--- src/rtl/pci_pm_map.svh ---
`ifndef PCI_PM_MAP_SVH
`define PCI_PM_MAP_SVH

// ****************************************************************
// configuration offsets (byte addresses and dword indices)
// ****************************************************************
`define PM_CAP_HEADER_OFS     8'h44
`define POWER_CAPABILITIES_OFS   8'h46
`define PM_CONTROL_STATUS_OFS 8'h48
`define PM_HEADER_DWORD       6'h11
`define PM_CONTROL_DWORD      6'h12

// ****************************************************************
// capability header fields
// ****************************************************************
`define PM_CAP_TAG_VALUE      8'h01
`define PM_NEXT_ITEM_VALUE    8'h00
`define PM_CAP_HEADER_RESET   16'h0001

// ****************************************************************
// capability word fields and defaults
// ****************************************************************
`define PM_CAP_DEFAULT_AUX    16'hffc2
`define PM_CAP_DEFAULT_NOAUX  16'h7e02
`define PM_CAP_COLD_BIT       15
`define PM_CAP_WAKE_HI        14
`define PM_CAP_WAKE_LO        11
`define PM_CAP_STATE_TWO_BIT  10
`define PM_CAP_STATE_ONE_BIT  9
`define PM_CAP_AUX_HI         8
`define PM_CAP_AUX_LO         6
`define PM_CAP_DSI_BIT        5
`define PM_CAP_RSVD_BIT       4
`define PM_CAP_CLOCK_BIT      3
`define PM_CAP_REV_HI         2
`define PM_CAP_REV_LO         0
`define PM_SPEC_REVISION      3'h2

// ****************************************************************
// control/status fields
// ****************************************************************
`define PM_CSR_RESET          16'h0000
`define PM_CSR_FLAG_BIT       15
`define PM_CSR_SCALE_HI       14
`define PM_CSR_SCALE_LO       13
`define PM_CSR_SELECT_HI      12
`define PM_CSR_SELECT_LO      9
`define PM_CSR_GATE_BIT       8
`define PM_CSR_LEVEL_HI       1
`define PM_CSR_LEVEL_LO       0
`define PM_SELECT_VALID_TOP   4'h7

// ****************************************************************
// timing counts
// ****************************************************************
`define PM_SYNC_STAGES        2
`define PM_SETTLE_CYCLES      2'h2

`endif

--- src/rtl/pci_pm_pkg.sv ---
package pci_pm_pkg;

  typedef enum logic [1:0] {
    LEVEL_D0 = 2'h0,
    LEVEL_D1 = 2'h1,
    LEVEL_D2 = 2'h2,
    LEVEL_D3 = 2'h3
  } power_level_type;

  typedef enum logic [2:0] {
    CAP_SETTLE = 3'h1,
    CAP_LATCH  = 3'h2,
    CAP_READY  = 3'h4
  } cap_load_state_type;

endpackage

--- src/rtl/pci_pm_capability.sv ---
// Summary of operation
// - Header bits 7:0 always read 01h, the power-management capability tag.
// - Header bits 15:8 always read 00h, ending the capability list.
// - After powerup reset capability defaults FFC2h with aux supply, else 7E02h.
// - EEPROM may override; without aux, cold wake and aux current forced zero.
// - Capability bits 14:11 read 1; bit 15 follows loaded cold-wake default.
// - Capability bits 10 and 9 read 1, states D2 and D1 supported.
// - Capability bits 8:6 report aux current need from the loaded default.
// - Capability bits 5, 4 and 3 read 0; no clock needed for wake.
// - Capability bits 2:0 read constant 010b.
// - Control/status word is untouched by the internal D3hot-to-D0 reset.
// - With cold wake, flag and gate survive PCI reset; else all cleared.
// - Wake flag sets on every wake event regardless of the gate.
// - Writing 1 clears the flag and releases wake output unless a wake event coincides; 0 does nothing.
// - Gate bit 8 clear means wake output is never driven.
// - Select bits 12:9 choose reported power data; only 0..7 valid.
// - Scale bits 14:13 follow the currently selected power-data index.
// - Control bits 7:5, 4 and 3:2 always read 0.
// - Power level bits 1:0 written by software and read back as current.
`timescale 1ns/1ps
`default_nettype none
`include "pci_pm_map.svh"

module pci_pm_capability
  import pci_pm_pkg::*;
(
  input  wire logic                   clk,
  input  wire logic                   rst_n,
  input  wire logic                   pciReset_n,
  input  wire logic                   auxPresentPin,
  input  wire logic                   eepromCapLoad,
  input  wire logic [15:0]            eepromCapWord,
  input  wire logic                   eepromScaleLoad,
  input  wire logic [2:0]             eepromScaleIndex,
  input  wire logic [1:0]             eepromScaleValue,
  input  wire logic                   wakeEvent,
  input  wire logic                   cfgRead,
  input  wire logic                   cfgWrite,
  input  wire logic [5:0]             cfgDword,
  input  wire logic [3:0]             cfgByteEn,
  input  wire logic [31:0]            cfgWriteData,
  output logic [31:0]                 cfgReadData,
  output logic                        cfgAck,
  output logic                        cfgHit,
  output pci_pm_pkg::power_level_type devicePowerLevel,
  output logic                        hotResetPulse,
  output logic                        capReady,
  output logic                        wakeOut,
  output logic                        wakeOutEnable
);
  import pci_pm_pkg::*;

  // ****************************************************************
  // address and access decode
  // ****************************************************************
  function automatic logic isDword(input logic [5:0] dword, input logic [5:0] target);
    isDword = (dword == target);
  endfunction

  logic hitHeader;
  logic hitControl;
  logic anyAccess;
  logic ctrlWrite;
  logic levelWrite;
  logic upperWrite;

  assign hitHeader  = isDword(cfgDword, `PM_HEADER_DWORD);
  assign hitControl = isDword(cfgDword, `PM_CONTROL_DWORD);
  assign anyAccess  = cfgRead | cfgWrite;
  assign ctrlWrite  = cfgWrite & hitControl;
  assign levelWrite = ctrlWrite & cfgByteEn[0];
  assign upperWrite = ctrlWrite & cfgByteEn[1];

  // ****************************************************************
  // capability word source
  // ****************************************************************
  logic [15:0] capWord;
  logic        auxPresent;
  logic        coldWake;

  pm_cap_loader uLoader (
    .clk           (clk),
    .rst_n         (rst_n),
    .auxPresentPin (auxPresentPin),
    .eepromCapLoad (eepromCapLoad),
    .eepromCapWord (eepromCapWord),
    .capReady      (capReady),
    .auxPresent    (auxPresent),
    .capWord       (capWord)
  );

  assign coldWake = capWord[`PM_CAP_COLD_BIT];

  // ****************************************************************
  // control/status storage
  // ****************************************************************
  logic            flag_q;
  logic            flag_d;
  logic            gate_q;
  logic            gate_d;
  logic [3:0]      select_q;
  logic [3:0]      select_d;
  power_level_type level_q;
  power_level_type level_d;
  logic            flagClear;
  logic            stickyKeep;
  logic            pciClear;

  // a write of 1 clears; a wake event in the same cycle still sets
  assign flagClear = upperWrite & cfgWriteData[`PM_CSR_FLAG_BIT];
  assign flag_d    = wakeEvent | (flag_q & ~flagClear);

  assign gate_d   = upperWrite ? cfgWriteData[`PM_CSR_GATE_BIT] : gate_q;
  assign select_d = upperWrite ? cfgWriteData[`PM_CSR_SELECT_HI:`PM_CSR_SELECT_LO] : select_q;
  assign level_d  = levelWrite ?
                    power_level_type'(cfgWriteData[`PM_CSR_LEVEL_HI:`PM_CSR_LEVEL_LO]) :
                    level_q;

  assign pciClear   = ~pciReset_n;
  assign stickyKeep = coldWake;

  // powerup reset clears everything; pci reset spares flag and gate only with cold wake
  always_ff @(posedge clk) begin
    if (!rst_n) begin
      flag_q <= 1'b0;
      gate_q <= 1'b0;
    end else if (pciClear && !stickyKeep) begin
      flag_q <= 1'b0;
      gate_q <= 1'b0;
    end else begin
      flag_q <= flag_d;
      gate_q <= gate_d;
    end
  end

  always_ff @(posedge clk) begin
    if (!rst_n || pciClear) begin
      select_q <= 4'h0;
      level_q  <= LEVEL_D0;
    end else begin
      select_q <= select_d;
      level_q  <= level_d;
    end
  end

  // ****************************************************************
  // internal reset on leaving D3hot
  // ****************************************************************
  // drives the rest of the function; this register stays out of it
  logic hotExit;
  logic hotReset_q;

  assign hotExit = levelWrite && (level_q == LEVEL_D3) &&
                   (power_level_type'(cfgWriteData[`PM_CSR_LEVEL_HI:`PM_CSR_LEVEL_LO])
                    == LEVEL_D0);

  always_ff @(posedge clk) begin
    if (!rst_n || pciClear) begin
      hotReset_q <= 1'b0;
    end else begin
      hotReset_q <= hotExit;
    end
  end

  assign hotResetPulse    = hotReset_q;
  assign devicePowerLevel = level_q;

  // ****************************************************************
  // power-data scale selection
  // ****************************************************************
  logic [1:0] scale;

  pm_scale_table uScale (
    .clk            (clk),
    .rst_n          (rst_n),
    .scaleLoad      (eepromScaleLoad),
    .scaleLoadIndex (eepromScaleIndex),
    .scaleLoadValue (eepromScaleValue),
    .selectIndex    (select_q),
    .scaleOut       (scale)
  );

  // ****************************************************************
  // read-back words
  // ****************************************************************
  logic [15:0] headerWord;
  logic [15:0] controlWord;
  logic [31:0] readMux;

  assign headerWord[7:0]  = `PM_CAP_TAG_VALUE;
  assign headerWord[15:8] = `PM_NEXT_ITEM_VALUE;

  assign controlWord[`PM_CSR_FLAG_BIT] = flag_q;
  assign controlWord[`PM_CSR_SCALE_HI:`PM_CSR_SCALE_LO] = scale;
  assign controlWord[`PM_CSR_SELECT_HI:`PM_CSR_SELECT_LO] = select_q;
  assign controlWord[`PM_CSR_GATE_BIT] = gate_q;
  assign controlWord[7:2] = 6'h00;
  assign controlWord[`PM_CSR_LEVEL_HI:`PM_CSR_LEVEL_LO] = level_q;

  // bridge extension and power-data bytes above read as zero here
  assign readMux = hitHeader  ? {capWord, headerWord} :
                   hitControl ? {16'h0000, controlWord} :
                                32'h0000_0000;

  // ****************************************************************
  // configuration answer
  // ****************************************************************
  logic [31:0] readData_q;
  logic        ack_q;
  logic        hit_q;

  always_ff @(posedge clk) begin
    if (!rst_n) begin
      readData_q <= 32'h0000_0000;
      ack_q      <= 1'b0;
      hit_q      <= 1'b0;
    end else begin
      readData_q <= cfgRead ? readMux : 32'h0000_0000;
      ack_q      <= anyAccess;
      hit_q      <= anyAccess & (hitHeader | hitControl);
    end
  end

  assign cfgReadData = readData_q;
  assign cfgAck      = ack_q;
  assign cfgHit      = hit_q;

  // ****************************************************************
  // wake output, open drain
  // ****************************************************************
  logic wakeDrive_q;

  always_ff @(posedge clk) begin
    if (!rst_n) begin
      wakeDrive_q <= 1'b0;
    end else begin
      wakeDrive_q <= flag_d & gate_d & ~(pciClear & ~stickyKeep);
    end
  end

  // the pin only ever pulls low; release lets the system pull-up win
  assign wakeOut       = 1'b0;
  assign wakeOutEnable = wakeDrive_q;

endmodule

`default_nettype wire

--- src/rtl/pm_cap_loader.sv ---
`timescale 1ns/1ps
`default_nettype none
`include "pci_pm_map.svh"

module pm_cap_loader
  import pci_pm_pkg::*;
(
  input  wire logic        clk,
  input  wire logic        rst_n,
  input  wire logic        auxPresentPin,
  input  wire logic        eepromCapLoad,
  input  wire logic [15:0] eepromCapWord,
  output logic             capReady,
  output logic             auxPresent,
  output logic [15:0]      capWord
);
  import pci_pm_pkg::*;

  // ****************************************************************
  // aux pin synchroniser, first stage read by second only
  // ****************************************************************
  logic auxMeta_q;
  logic auxSync_q;

  always_ff @(posedge clk) begin
    if (!rst_n) begin
      auxMeta_q <= 1'b0;
      auxSync_q <= 1'b0;
    end else begin
      auxMeta_q <= auxPresentPin;
      auxSync_q <= auxMeta_q;
    end
  end

  // ****************************************************************
  // strap capture after powerup reset release
  // ****************************************************************
  cap_load_state_type state_q;
  cap_load_state_type state_d;
  logic [1:0]         settle_q;
  logic               coldWake_q;
  logic [2:0]         auxNeed_q;
  logic [15:0]        strapDefault;

  // strap is only trusted once the synchroniser has refilled
  always_comb begin
    case (state_q)
      CAP_SETTLE: state_d = (settle_q == `PM_SETTLE_CYCLES) ? CAP_LATCH : CAP_SETTLE;
      CAP_LATCH:  state_d = CAP_READY;
      CAP_READY:  state_d = CAP_READY;
      default:    state_d = CAP_SETTLE;
    endcase
  end

  assign strapDefault = auxSync_q ? `PM_CAP_DEFAULT_AUX : `PM_CAP_DEFAULT_NOAUX;

  always_ff @(posedge clk) begin
    if (!rst_n) begin
      state_q    <= CAP_SETTLE;
      settle_q   <= 2'h0;
      coldWake_q <= 1'b0;
      auxNeed_q  <= 3'h0;
    end else begin
      state_q <= state_d;
      if (state_q == CAP_SETTLE) begin
        settle_q <= settle_q + 2'h1;
      end
      if (state_q == CAP_LATCH) begin
        coldWake_q <= strapDefault[`PM_CAP_COLD_BIT];
        auxNeed_q  <= strapDefault[`PM_CAP_AUX_HI:`PM_CAP_AUX_LO];
      end else if (state_q == CAP_READY && eepromCapLoad) begin
        coldWake_q <= eepromCapWord[`PM_CAP_COLD_BIT];
        auxNeed_q  <= eepromCapWord[`PM_CAP_AUX_HI:`PM_CAP_AUX_LO];
      end
    end
  end

  // ****************************************************************
  // assembled capability word
  // ****************************************************************
  // fixed fields are not taken from the eeprom image
  assign capWord[`PM_CAP_COLD_BIT] = coldWake_q & auxSync_q;
  assign capWord[`PM_CAP_WAKE_HI:`PM_CAP_WAKE_LO] = 4'hf;
  assign capWord[`PM_CAP_STATE_TWO_BIT] = 1'b1;
  assign capWord[`PM_CAP_STATE_ONE_BIT] = 1'b1;
  assign capWord[`PM_CAP_AUX_HI:`PM_CAP_AUX_LO] = auxSync_q ? auxNeed_q : 3'h0;
  assign capWord[`PM_CAP_DSI_BIT] = 1'b0;
  assign capWord[`PM_CAP_RSVD_BIT] = 1'b0;
  assign capWord[`PM_CAP_CLOCK_BIT] = 1'b0;
  assign capWord[`PM_CAP_REV_HI:`PM_CAP_REV_LO] = `PM_SPEC_REVISION;

  assign capReady   = (state_q == CAP_READY);
  assign auxPresent = auxSync_q;

endmodule

`default_nettype wire

--- src/rtl/pm_scale_table.sv ---
`timescale 1ns/1ps
`default_nettype none
`include "pci_pm_map.svh"

module pm_scale_table (
  input  wire logic       clk,
  input  wire logic       rst_n,
  input  wire logic       scaleLoad,
  input  wire logic [2:0] scaleLoadIndex,
  input  wire logic [1:0] scaleLoadValue,
  input  wire logic [3:0] selectIndex,
  output logic [1:0]      scaleOut
);

  // ****************************************************************
  // eight scale entries, one per valid select value
  // ****************************************************************
  logic [1:0] scale_q [0:7];

  genvar i;
  generate
    for (i = 0; i < 8; i++) begin : gEntry
      always_ff @(posedge clk) begin
        if (!rst_n) begin
          scale_q[i] <= 2'h0;
        end else if (scaleLoad && scaleLoadIndex == 3'(i)) begin
          scale_q[i] <= scaleLoadValue;
        end
      end
    end
  endgenerate

  logic selectValid;

  // indices 8..15 are reserved and report no scale
  assign selectValid = (selectIndex <= `PM_SELECT_VALID_TOP);
  assign scaleOut    = selectValid ? scale_q[selectIndex[2:0]] : 2'h0;

endmodule

`default_nettype wire

--- config.mk ---
export PLATFORM = sky130hd
export DESIGN_NAME = pci_pm_capability
export DESIGN_NICKNAME = d
export VERILOG_FILES = /design/src/rtl/pci_pm_pkg.sv /design/src/rtl/pci_pm_capability.sv /design/src/rtl/pm_cap_loader.sv /design/src/rtl/pm_scale_table.sv
export VERILOG_INCLUDE_DIRS = /design/src /design/src/rtl
export SDC_FILE = /design/constraint.sdc
export NUM_CORES = 1
export LEC_CHECK = 0
export BUFFER_PORTS_ARGS = -buffer_cell sky130_fd_sc_hd__clkbuf_2
export CAP_MARGIN = 20
export CORE_MARGIN = 5
export CORE_UTILIZATION = 40
export CTS_CLUSTER_SIZE = 30
export DETAILED_ROUTE_END_ITERATION = 6
export GPL_ROUTABILITY_DRIVEN = 0
export GPL_TIMING_DRIVEN = 0
export PLACE_DENSITY = 0.69
export SLEW_MARGIN = 20
export SYNTH_ARGS = -nofsm -noshare
export SYNTH_HDL_FRONTEND = slang
export SYNTH_HIERARCHICAL = 1
export SYNTH_SLANG_ARGS = --single-unit
--- constraint.sdc ---
create_clock -name clk -period 1.6 [get_ports clk]
set_clock_uncertainty 0.05 [all_clocks]
set_input_delay 0.08 -clock clk [delete_from_list [all_inputs] [get_ports clk]]
set_output_delay 0.08 -clock clk [all_outputs]
set_load 0.02 [all_outputs]
==> impl_metrics.env, run 1 <==
export IMPL_run_status="completed"
export IMPL_htree_depth=3
export IMPL_synthArstFlopShare_pct=0
export IMPL_std_cell_rows=29
export IMPL_top_level_ports=112
export IMPL_buffers_inserted_during_post_cts_setup_optimization=0
export IMPL_timing_critical_path_cells="mux4_1 -> mux2i_1 -> nor2_1 -> and2_1"
export IMPL_placement_cell_area_sq_um=3130
export IMPL_fin_util_pct=54.8
export IMPL_final_net_count=418
export IMPL_number_of_antenna_violations_at_the_first_check_in_global_routing=0
export IMPL_routed_wl_mm=5.20
export IMPL_crit_path_start_kind="register"
export IMPL_mostFrequentLayoutCell="clkbuf_2"
export IMPL_crit_path_max_incr_delay_ps=610
export IMPL_post_route_drc_count=0
export IMPL_syn2layout_area_growth_pct=32.4
export IMPL_achievable_clock_frequency_mhz=655
export IMPL_fraction_of_final_layout_cells_sized_beyond_drive_strength_1_pct=33.1
export IMPL_timing_final_setup_violations=0
export IMPL_worst_path_max_fanout=6
export IMPL_drt_wirelength_per_cell_microns=12.2
export IMPL_yosys_top_cells_area="dfxtp_1 37%, edfxtp_1 18%, and2_1 8.0%"
export IMPL_synthDominantAreaCellType="dfxtp_1"
export IMPL_power_density_cell_area_nw_per_um2=1020
export IMPL_grtUsageTotal_pct=13.1
export IMPL_die_width_microns=91.3
export IMPL_postSynth_topFlopCell="dfxtp_1"
export IMPL_clock_tree_buf_depth=2
export IMPL_fp_coreArea_sq_um=6390
export IMPL_synth_seq_cells=65
export IMPL_worstSetupEndpointType="register"
export IMPL_grt_setup_unrepaired="false"
export IMPL_initial_utilization_pct=41.4
export IMPL_layout_min_cycle_time_ps=1530
export IMPL_layout_worst_path_cycle_share_pct=95.5
export IMPL_pin_count_of_the_biggest_net_entering_global_routing=16
export IMPL_timing_setup_critical_path_class="register to register"
export IMPL_worstPathRequired_ps=1780
export IMPL_antenna_diode_count=0
export IMPL_worst_pin_slew_ps=808
export IMPL_timing_final_max_slew_violations=0
export IMPL_ctsRootBufferMaster="clkbuf_8"
export IMPL_clk_pin_slew_worst_paths_ps=60
export IMPL_number_of_buffers_added_by_the_clock_tree_synthesis_step=9
export IMPL_post_drt_via_cell_ratio=4.70
export IMPL_synth_edff_count=16
export IMPL_place_inst=395
export IMPL_drt_antenna_violating_nets=0
export IMPL_synth_cell_area_sq_um=2640
export IMPL_via_count_of_the_routed_design=2006
export IMPL_gr_total_overflow=0
export IMPL_timing_slew_headroom_pct=46.0
export IMPL_io_buffers=66
export IMPL_clk_insertion_delay_late_ps=330
export IMPL_synth_yosys_warnings=6
export IMPL_vdd_ir_drop_worst_v=0.000692
export IMPL_global_route_wire_length_before_repair_mm=8.81
export IMPL_layout_cells_non_filler=427
export IMPL_synth_cells=236
export IMPL_drt_pre_antenna_iters=4
export IMPL_yosysSeqAreaShare_pct=55.3
export IMPL_hold_path_class="primary input to register"
export IMPL_finish_instance_area_sq_um=3500
export IMPL_cp_slowest_cell="mux4_1"
export IMPL_report_final_hold_viol_count=0
export IMPL_post_layout_total_power_w=0.00358
export IMPL_dp_hpwl_mm=3.90
export IMPL_tritoncts="built"
export IMPL_avgSynthCellArea_sq_um=11.2
export IMPL_dieHeight_microns=91.3
export IMPL_post_synth_top_area_fraction_pct=37.1
export IMPL_drv_max_cap_violation_count=0
export IMPL_synthDistinctLibCells=45
export IMPL_detail_route_iter0_violations=58
export IMPL_worstPathArrival_ps=1710
export IMPL_p_leak_nw=1.51
export IMPL_die_area_sq_um=8340
export IMPL_clkSinkCount=65
export IMPL_grt_pass1_vias=1948
export IMPL_layout_common_cells="66 x clkbuf_2, 48 x dfxtp_1, 34 x and2_1"
report_power, final:
| part | switching (W) | internal [W] |
|---|---|---|
| Combinational | 0.000183 | 0.000205 |
| Sequential | 0.0000302 | 0.00175 |
| Clock | 0.000559 | 0.000846 |
| Total | 0.000772 | 0.00280 |
kinds of logic (layout without fill, tap and decap cells):
logic type / Yosys count / after routing / share of synthesized area (%)
buf+inv: 30 / 128 / 7.43
compound gates: 37 / 37 / 9.04
xor+xnor: 3 / 3 / 0.994
simple gates: 90 / 90 / 21.2
fa+ha+maj: 1 / 1 / 0.473
mux: 7 / 7 / 5.16
flops: 65 / 65 / 55.3
other cells: 3 / 19 / 0.426
routing by layer:
layer	wire length [microns]	track usage, %	share of wire (%)	vias up
met1	2220	15.4	43	898
met2	2430	20.6	47	76
li1	-	-	-	1021
met3	416	4.88	8.0	11
met4	133	7.09	2.6	0
met5	0	0	0	-
per-stage QoR:
stage | TNS, ps | hold WS (ps) | worst slack [ps]
2_1_floorplan | 0 | 119 | 211
3_3_place_gp | -178 | 243 | -23.4
3_5_place_dp | -126 | 244 | -27.4
4_1_cts | 0 | 27.2 | 47.8
5_1_grt | 0 | 55.2 | 9.33
6_report | 0 | 54.0 | 72.6
Yosys cell counts, types with 2 or more instances:
| cell | instances |
|---|---|
| a21oi_1 | 9 |
| and2_1 | 34 |
| buf_2 | 4 |
| buf_4 | 19 |
| clkbuf_1 | 3 |
| conb_1 | 3 |
| dfxtp_1 | 49 |
| edfxtp_1 | 16 |
| inv_1 | 2 |
| mux2i_1 | 2 |
| mux4_1 | 4 |
| nand2_1 | 4 |
| nand3_1 | 3 |
| nand3b_1 | 2 |
| nand4_1 | 7 |
| nand4b_1 | 3 |
| nor2_1 | 19 |
| nor2b_1 | 4 |
| nor3b_1 | 2 |
| o21ai_0 | 17 |
| o221a_2 | 4 |
| or4b_1 | 2 |
| xnor2_1 | 2 |
final cells by class:
class	count	area, sq um
fillers	558	2890
clock inverters	2	35.0
repair buffers	82	490
multi-input cells	157	1050
plain buffers	27	185
well taps	77	96.3
clock buffers	14	173
flip-flops and latches	65	1460
inverters	3	11.3
sequential cells by signal, summed over array words and instances, names as in the netlist:
register and cells:
uLoader/auxPresent 1, uLoader/state_q 3, uScale/scale_q 16, gate_q 1, flag_q 1, uLoader/settle_q 2, cfgReadData 26, cfgHit 1
uLoader/auxMeta_q 1, wakeOutEnable 1, cfgAck 1, devicePowerLevel 2, uLoader/auxNeed_q 3, hotResetPulse 1, select_q 4, uLoader/coldWake_q 1
timing repair:
item,4_1_cts,5_1_grt
endpoints found under the setup margin,0,1
hold buffers,16,0
endpoints found under the hold margin,15,0
resized for setup,0,1
path summary, 6_finish.rpt:
kind                            cells after the start  slack [ps]         startpoint                 end
worst min register to register                      1         390  uLoader/auxMeta_q  uLoader/auxPresent
worst max-delay path                                4          70        select_q[2]     cfgReadData[13]
worst min-delay path                                3          50           cfgWrite       hotResetPulse
worst max register to register                      4          70        select_q[2]     cfgReadData[13]
critical path: cells and delay by family, from the launching register on:
kind             cells  cell delay (ps)
AND/OR/NAND/NOR      2              160
multiplexers         2              750
flip-flops           1              450
Power figures use the tool's default switching activity.
==> inputs of run 2 (changes only) <==
- CELL_PAD_IN_SITES_DETAIL_PLACEMENT: unset -> 1
- CELL_PAD_IN_SITES_GLOBAL_PLACEMENT: unset -> 1
- CORE_UTILIZATION: 40 -> 36
- PLACE_DENSITY: 0.69 -> 0.8
==> run 2 against run 1 <==
Compared with the run above: critical path depth is the same; combinational power grew 3%; highest routed layer unchanged; largest cell class unchanged; sequential share of layout area shrank 0.26 points; first-iteration DRC count shrank 29%.
==> impl_metrics.env, run 2 (same netlist as run 1, synthesis figures left out) <==
export IMPL_achievable_clock_frequency_mhz=664
export IMPL_final_critical_path_setup_slack_ps=95.0
export IMPL_drt_wirelength_per_cell_microns=14.3
export IMPL_clock_tree_buf_depth=2
export IMPL_crit_path_start_kind="register"
export IMPL_multi_input_comb_area_sq_um=1050
export IMPL_number_of_antenna_violations_at_the_first_check_in_global_routing=0
export IMPL_filler_cell_count=841
export IMPL_ctsRootBufferMaster="clkbuf_8"
export IMPL_finish_instance_area_sq_um=3520
export IMPL_global_route_wire_length_before_repair_mm=10.1
export IMPL_worst_setup_path_endpoint="cfgReadData[14]"
export IMPL_timing_setup_critical_path_class="register to register"
export IMPL_placement_cell_area_sq_um=3160
export IMPL_ff_latch_area_sq_um=1460
export IMPL_hold_path_class="primary input to register"
export IMPL_timing_final_max_slew_violations=0
export IMPL_fraction_of_final_layout_cells_sized_beyond_drive_strength_1_pct=33.9
export IMPL_worst_path_buf_inv=0
export IMPL_power_share_sequential_pct=48.8
export IMPL_p_leak_nw=1.51
export IMPL_mostFrequentLayoutCell="clkbuf_2"
export IMPL_die_area_sq_um=9160
export IMPL_worstPathArrival_ps=1690
export IMPL_fp_coreArea_sq_um=7210
export IMPL_run_status="completed"
export IMPL_worstSetupEndpointType="register"
export IMPL_gr_total_overflow=0
export IMPL_die_width_microns=95.7
export IMPL_post_drt_via_cell_ratio=4.63
export IMPL_timing_reg2reg_setup_slack_ps=100
export IMPL_clkSinkCount=65
export IMPL_buffers_inserted_during_post_cts_setup_optimization=0
export IMPL_detail_route_iter0_violations=41
export IMPL_clk_insertion_delay_late_ps=340
export IMPL_layout_common_cells="66 x clkbuf_2, 47 x dfxtp_1, 34 x and2_1"
export IMPL_final_net_count=417
export IMPL_top_level_ports=112
export IMPL_internal_cell_power_w=0.00284
export IMPL_layout_min_cycle_time_ps=1500
export IMPL_grtUsageTotal_pct=14.7
export IMPL_antenna_diode_count=0
export IMPL_dp_hpwl_mm=4.74
export IMPL_number_of_buffers_added_by_the_clock_tree_synthesis_step=9
export IMPL_initial_utilization_pct=36.6
export IMPL_power_frac_comb_pct=10.9
export IMPL_timing_final_setup_violations=0
export IMPL_post_route_drc_count=0
export IMPL_swShare_pct=22.5
export IMPL_cp_slowest_cell="mux4_1"
export IMPL_via_count_of_the_routed_design=2068
export IMPL_power_density_cell_area_nw_per_um2=1040
export IMPL_setup_worst_path_start="select_q[1]"
export IMPL_worst_pin_slew_ps=836
export IMPL_crit_path_max_incr_delay_ps=600
export IMPL_grt_setup_unrepaired="false"
export IMPL_grt_pass1_vias=2226
export IMPL_std_cell_rows=31
export IMPL_drv_max_cap_violation_count=0
export IMPL_dieHeight_microns=95.7
export IMPL_p_sw_w=0.000824
export IMPL_timing_slew_headroom_pct=44.1
export IMPL_htree_depth=3
export IMPL_report_final_hold_viol_count=0
export IMPL_worst_path_max_fanout=6
export IMPL_layout_cells_non_filler=447
export IMPL_drt_antenna_violating_nets=0
export IMPL_pin_count_of_the_biggest_net_entering_global_routing=16
export IMPL_vdd_ir_drop_worst_v=0.000438
export IMPL_critical_path_reg2reg_endpoint="cfgReadData[14]"
export IMPL_post_layout_total_power_w=0.00366
export IMPL_routed_wl_mm=6.41
export IMPL_worst_r2r_path_depth=4
export IMPL_timing_critical_path_depth=4
export IMPL_post_place_ws_ps=-90.8
export IMPL_syn2layout_area_growth_pct=33.3
export IMPL_timing_critical_path_cells="mux4_1 -> mux2i_1 -> nor2_1 -> and2_1"
export IMPL_power_share_clock_pct=40.2
export IMPL_drt_pre_antenna_iters=4
export IMPL_worstPathRequired_ps=1780
export IMPL_clk_pin_slew_worst_paths_ps=70
export IMPL_io_buffers=66
export IMPL_layout_worst_path_cycle_share_pct=94.1
export IMPL_worst_path_dominant_cell_family="multiplexers"
export IMPL_crit_reg2reg_launch="select_q[1]"
export IMPL_place_inst=417
export IMPL_tritoncts="built"
export IMPL_largest_register_ff_count=26
export IMPL_hp_start="cfgByteEn[0]"
-- run 2: cell count changes in the layout (fill, tap and decap cells not counted) --
cell,previous run,this run
dfxtp_2,1,2
dlygate4sd3_1,16,15
clkbuf_8,12,13
clkbuf_1,5,3
dfxtp_1,48,47
-- run 2: area by class of cell --
class / instances / share of cell area (%)
plain buffers: 27 / 5.25
clock inverters: 2 / 0.994
flip-flops and latches: 65 / 41.5
multi-input cells: 157 / 29.7
inverters: 3 / 0.319
clock buffers: 13 / 5.08
repair buffers: 81 / 13.6
well taps: 99 / 3.51
-- run 2: per-stage QoR --
| step | TNS, ps | utilization [%] | hold slack (ps) |
|---|---|---|---|
| after floorplan | 0 | - | 119 |
| after global placement | -135 | 43.8 | 241 |
| after detailed placement | -826 | 43.8 | 241 |
| after CTS | 0 | 48.8 | 28.0 |
| after global routing | 0 | 48.9 | 53.5 |
| final | 0 | 48.9 | 57.8 |
-- run 2: worst min-delay path by stage --
| stage | to | slack [ps] | cells after the start |
|---|---|---|---|
| floorplan | uLoader/state_q[0] | 120 | 1 |
| global placement | uLoader/auxMeta_q | 240 | 2 |
| detailed placement | uLoader/auxMeta_q | 240 | 2 |
| CTS | hotResetPulse | 30 | 3 |
| global route | hotResetPulse | 50 | 3 |
| finish | hotResetPulse | 60 | 3 |
-- run 2: power by group through the flow --
stage                     logic, W  registers [W]  clock network (W)
after CTS                 0.000402        0.00179            0.00152
after global placement    0.000348        0.00182                  0
final                     0.000401        0.00179            0.00147
after global routing      0.000447        0.00180            0.00161
after detailed placement  0.000371        0.00182                  0
after floorplan           0.000256        0.00181                  0
-- run 2: worst reg2reg max path, stage by stage (launching register included) --
cell	delay [ps]
dfxtp_2	420
mux4_1	600
mux2i_1	150
nor2_1	60
and2_1	130
-- run 2: layer usage --
layer / routed length (microns) / part of all wire [%] / track usage, %
met4: 145 / 2.3 / 8.41
met2: 3250 / 51 / 25.8
met3: 385 / 6.0 / 3.99
met1: 2630 / 41 / 15.8
met5: 0 / 0 / 0
-- run 2: what timing repair did --
| item | CTS | global route |
|---|---|---|
| endpoints found under the hold margin | 16 | 0 |
| setup endpoints to repair | 1 | 1 |
| hold buffers | 15 | 0 |
| gates resized for setup | 1 | 1 |
==> inputs of run 3 (changes only) <==
- SETUP_SLACK_MARGIN: unset -> 0.5
==> run 3 against run 2 <==
Compared with the run above: sequential power hardly changed; sequential cell count stayed put; clock-buffer cell count is 3 lower; hold slack better by 22 ps; register-to-register slack better by 130 ps; design area is 8.6% higher; largest cell class unchanged; highest routed layer unchanged.
==> impl_metrics.env, run 3 (same netlist as run 1, synthesis figures left out) <==
export IMPL_run_status="completed"
export IMPL_setup_worst_path_start="select_q[2]"
export IMPL_clkSinkCount=65
export IMPL_timing_final_setup_violations=0
export IMPL_final_net_count=434
export IMPL_post_route_drc_count=0
export IMPL_worstSetupEndpointType="register"
export IMPL_htree_depth=3
export IMPL_number_of_antenna_violations_at_the_first_check_in_global_routing=0
export IMPL_placement_cell_area_sq_um=3220
export IMPL_clk_insertion_delay_late_ps=330
export IMPL_via_count_of_the_routed_design=2166
export IMPL_global_route_usage_met1_pct=17.5
export IMPL_multi_input_comb_area_sq_um=1130
export IMPL_dieHeight_microns=95.7
export IMPL_syn2layout_area_growth_pct=44.7
export IMPL_drt_pre_antenna_iters=4
export IMPL_report_final_hold_viol_count=0
export IMPL_hold_path_class="primary input to register"
export IMPL_crit_path_start_kind="register"
export IMPL_drt_wirelength_per_cell_microns=15.8
export IMPL_clk_pin_slew_worst_paths_ps=70
export IMPL_vdd_ir_drop_worst_v=0.000428
export IMPL_clock_tree_buf_depth=2
export IMPL_layout_common_cells="64 x clkbuf_2, 42 x dfxtp_1, 33 x and2_1"
export IMPL_mostFrequentLayoutCell="clkbuf_2"
export IMPL_die_width_microns=95.7
export IMPL_std_cell_rows=31
export IMPL_gr_total_overflow=0
export IMPL_hold_worst_slack_ps=79.8
export IMPL_io_buffers=66
export IMPL_top_usage_layer="met2"
export IMPL_worstPathRequired_ps=1780
export IMPL_post_drt_via_cell_ratio=4.66
export IMPL_hp_start="rst_n"
export IMPL_power_density_cell_area_nw_per_um2=1020
export IMPL_achievable_clock_frequency_mhz=728
export IMPL_number_of_buffers_added_by_the_clock_tree_synthesis_step=9
export IMPL_post_layout_total_power_w=0.00392
export IMPL_ctsRootBufferMaster="clkbuf_8"
export IMPL_grt_pass1_vias=2271
export IMPL_largest_register_ff_count=26
export IMPL_die_area_sq_um=9160
export IMPL_drt_antenna_violating_nets=0
export IMPL_final_setup_tns_ps=0
export IMPL_grtUsageTotal_pct=16.1
export IMPL_detail_route_iter0_violations=37
export IMPL_layout_min_cycle_time_ps=1370
export IMPL_ff_latch_area_sq_um=1480
export IMPL_top_level_ports=112
export IMPL_tritoncts="built"
export IMPL_timing_final_max_slew_violations=0
export IMPL_fraction_of_final_layout_cells_sized_beyond_drive_strength_1_pct=42.9
export IMPL_initial_utilization_pct=36.6
export IMPL_finish_instance_area_sq_um=3830
export IMPL_pin_count_of_the_biggest_net_entering_global_routing=16
export IMPL_crit_reg2reg_launch="select_q[2]"
export IMPL_gr_usage_met3_pct=5.63
export IMPL_global_route_wire_length_before_repair_mm=11.0
export IMPL_filler_cell_count=816
export IMPL_grt_util_met2_pct=28.9
export IMPL_antenna_diode_count=0
export IMPL_drv_max_cap_violation_count=0
export IMPL_fp_coreArea_sq_um=7210
export IMPL_worst_path_max_fanout=4
export IMPL_worstPathArrival_ps=1550
export IMPL_grt_setup_unrepaired="true"
export IMPL_p_leak_nw=1.64
export IMPL_timing_setup_critical_path_class="register to register"
export IMPL_layout_worst_path_cycle_share_pct=85.9
export IMPL_routed_wl_mm=7.34
export IMPL_dp_hpwl_mm=4.71
[run 3: where the power goes]
group / total (W) / internal, W / switching, W
sequential: 0.00180 / 0.00175 / 0.0000455
clock: 0.00157 / 0.000926 / 0.000641
combinational: 0.000554 / 0.000313 / 0.000242
total: 0.00392 / 0.00299 / 0.000929
[run 3: critical path: stages, from the launching register on]
cell and delay, ps:
dfxtp_4 380, mux4_2 500, mux2i_1 150, nor2_1 50
and2_1 130
[run 3: area by class of cell]
| class | instances | share of cell area (%) |
|---|---|---|
| Multi-Input combinational cell | 157 | 29.7 |
| Clock buffer | 10 | 3.60 |
| Timing Repair Buffer | 98 | 16.8 |
| Clock inverter | 6 | 2.32 |
| Buffer | 27 | 5.40 |
| Sequential cell | 65 | 38.7 |
| Tap cell | 99 | 3.24 |
| Inverter | 3 | 0.294 |
[run 3: worst paths after layout]
kind	end	slack (ps)	depth (start not counted)
max	cfgReadData[13]	230	4
min	uLoader/state_q[0]	80	2
max reg2reg	cfgReadData[13]	230	4
min reg2reg	uLoader/auxPresent	410	1
[run 3: layer usage]
layer  share of wire [%]  routed length (microns)  vias up
met5                   0                        0        -
met4                 1.6                      114        0
met3                 5.8                      424        9
met2                  54                     3960       64
met1                  39                     2830     1047
li1                    -                        -     1046
[run 3: repair_timing]
| item | CTS | global route |
|---|---|---|
| pin swaps | 7 | 7 |
| endpoints found under the setup margin | 25 | 35 |
| hold buffers | 16 | 1 |
| hold endpoints to repair | 15 | 1 |
| buffers inserted | 11 | 4 |
| resized for setup | 14 | 20 |
| gates cloned | 0 | 0 |
[run 3: per-stage QoR]
step	setup slack, ps	utilization (%)	instances
after floorplan	273	-	252
after global placement	49.3	44.6	417
after detailed placement	-12.4	44.6	417
after CTS	217	51.8	460
after global routing	177	53.0	465
final	226	53.0	465
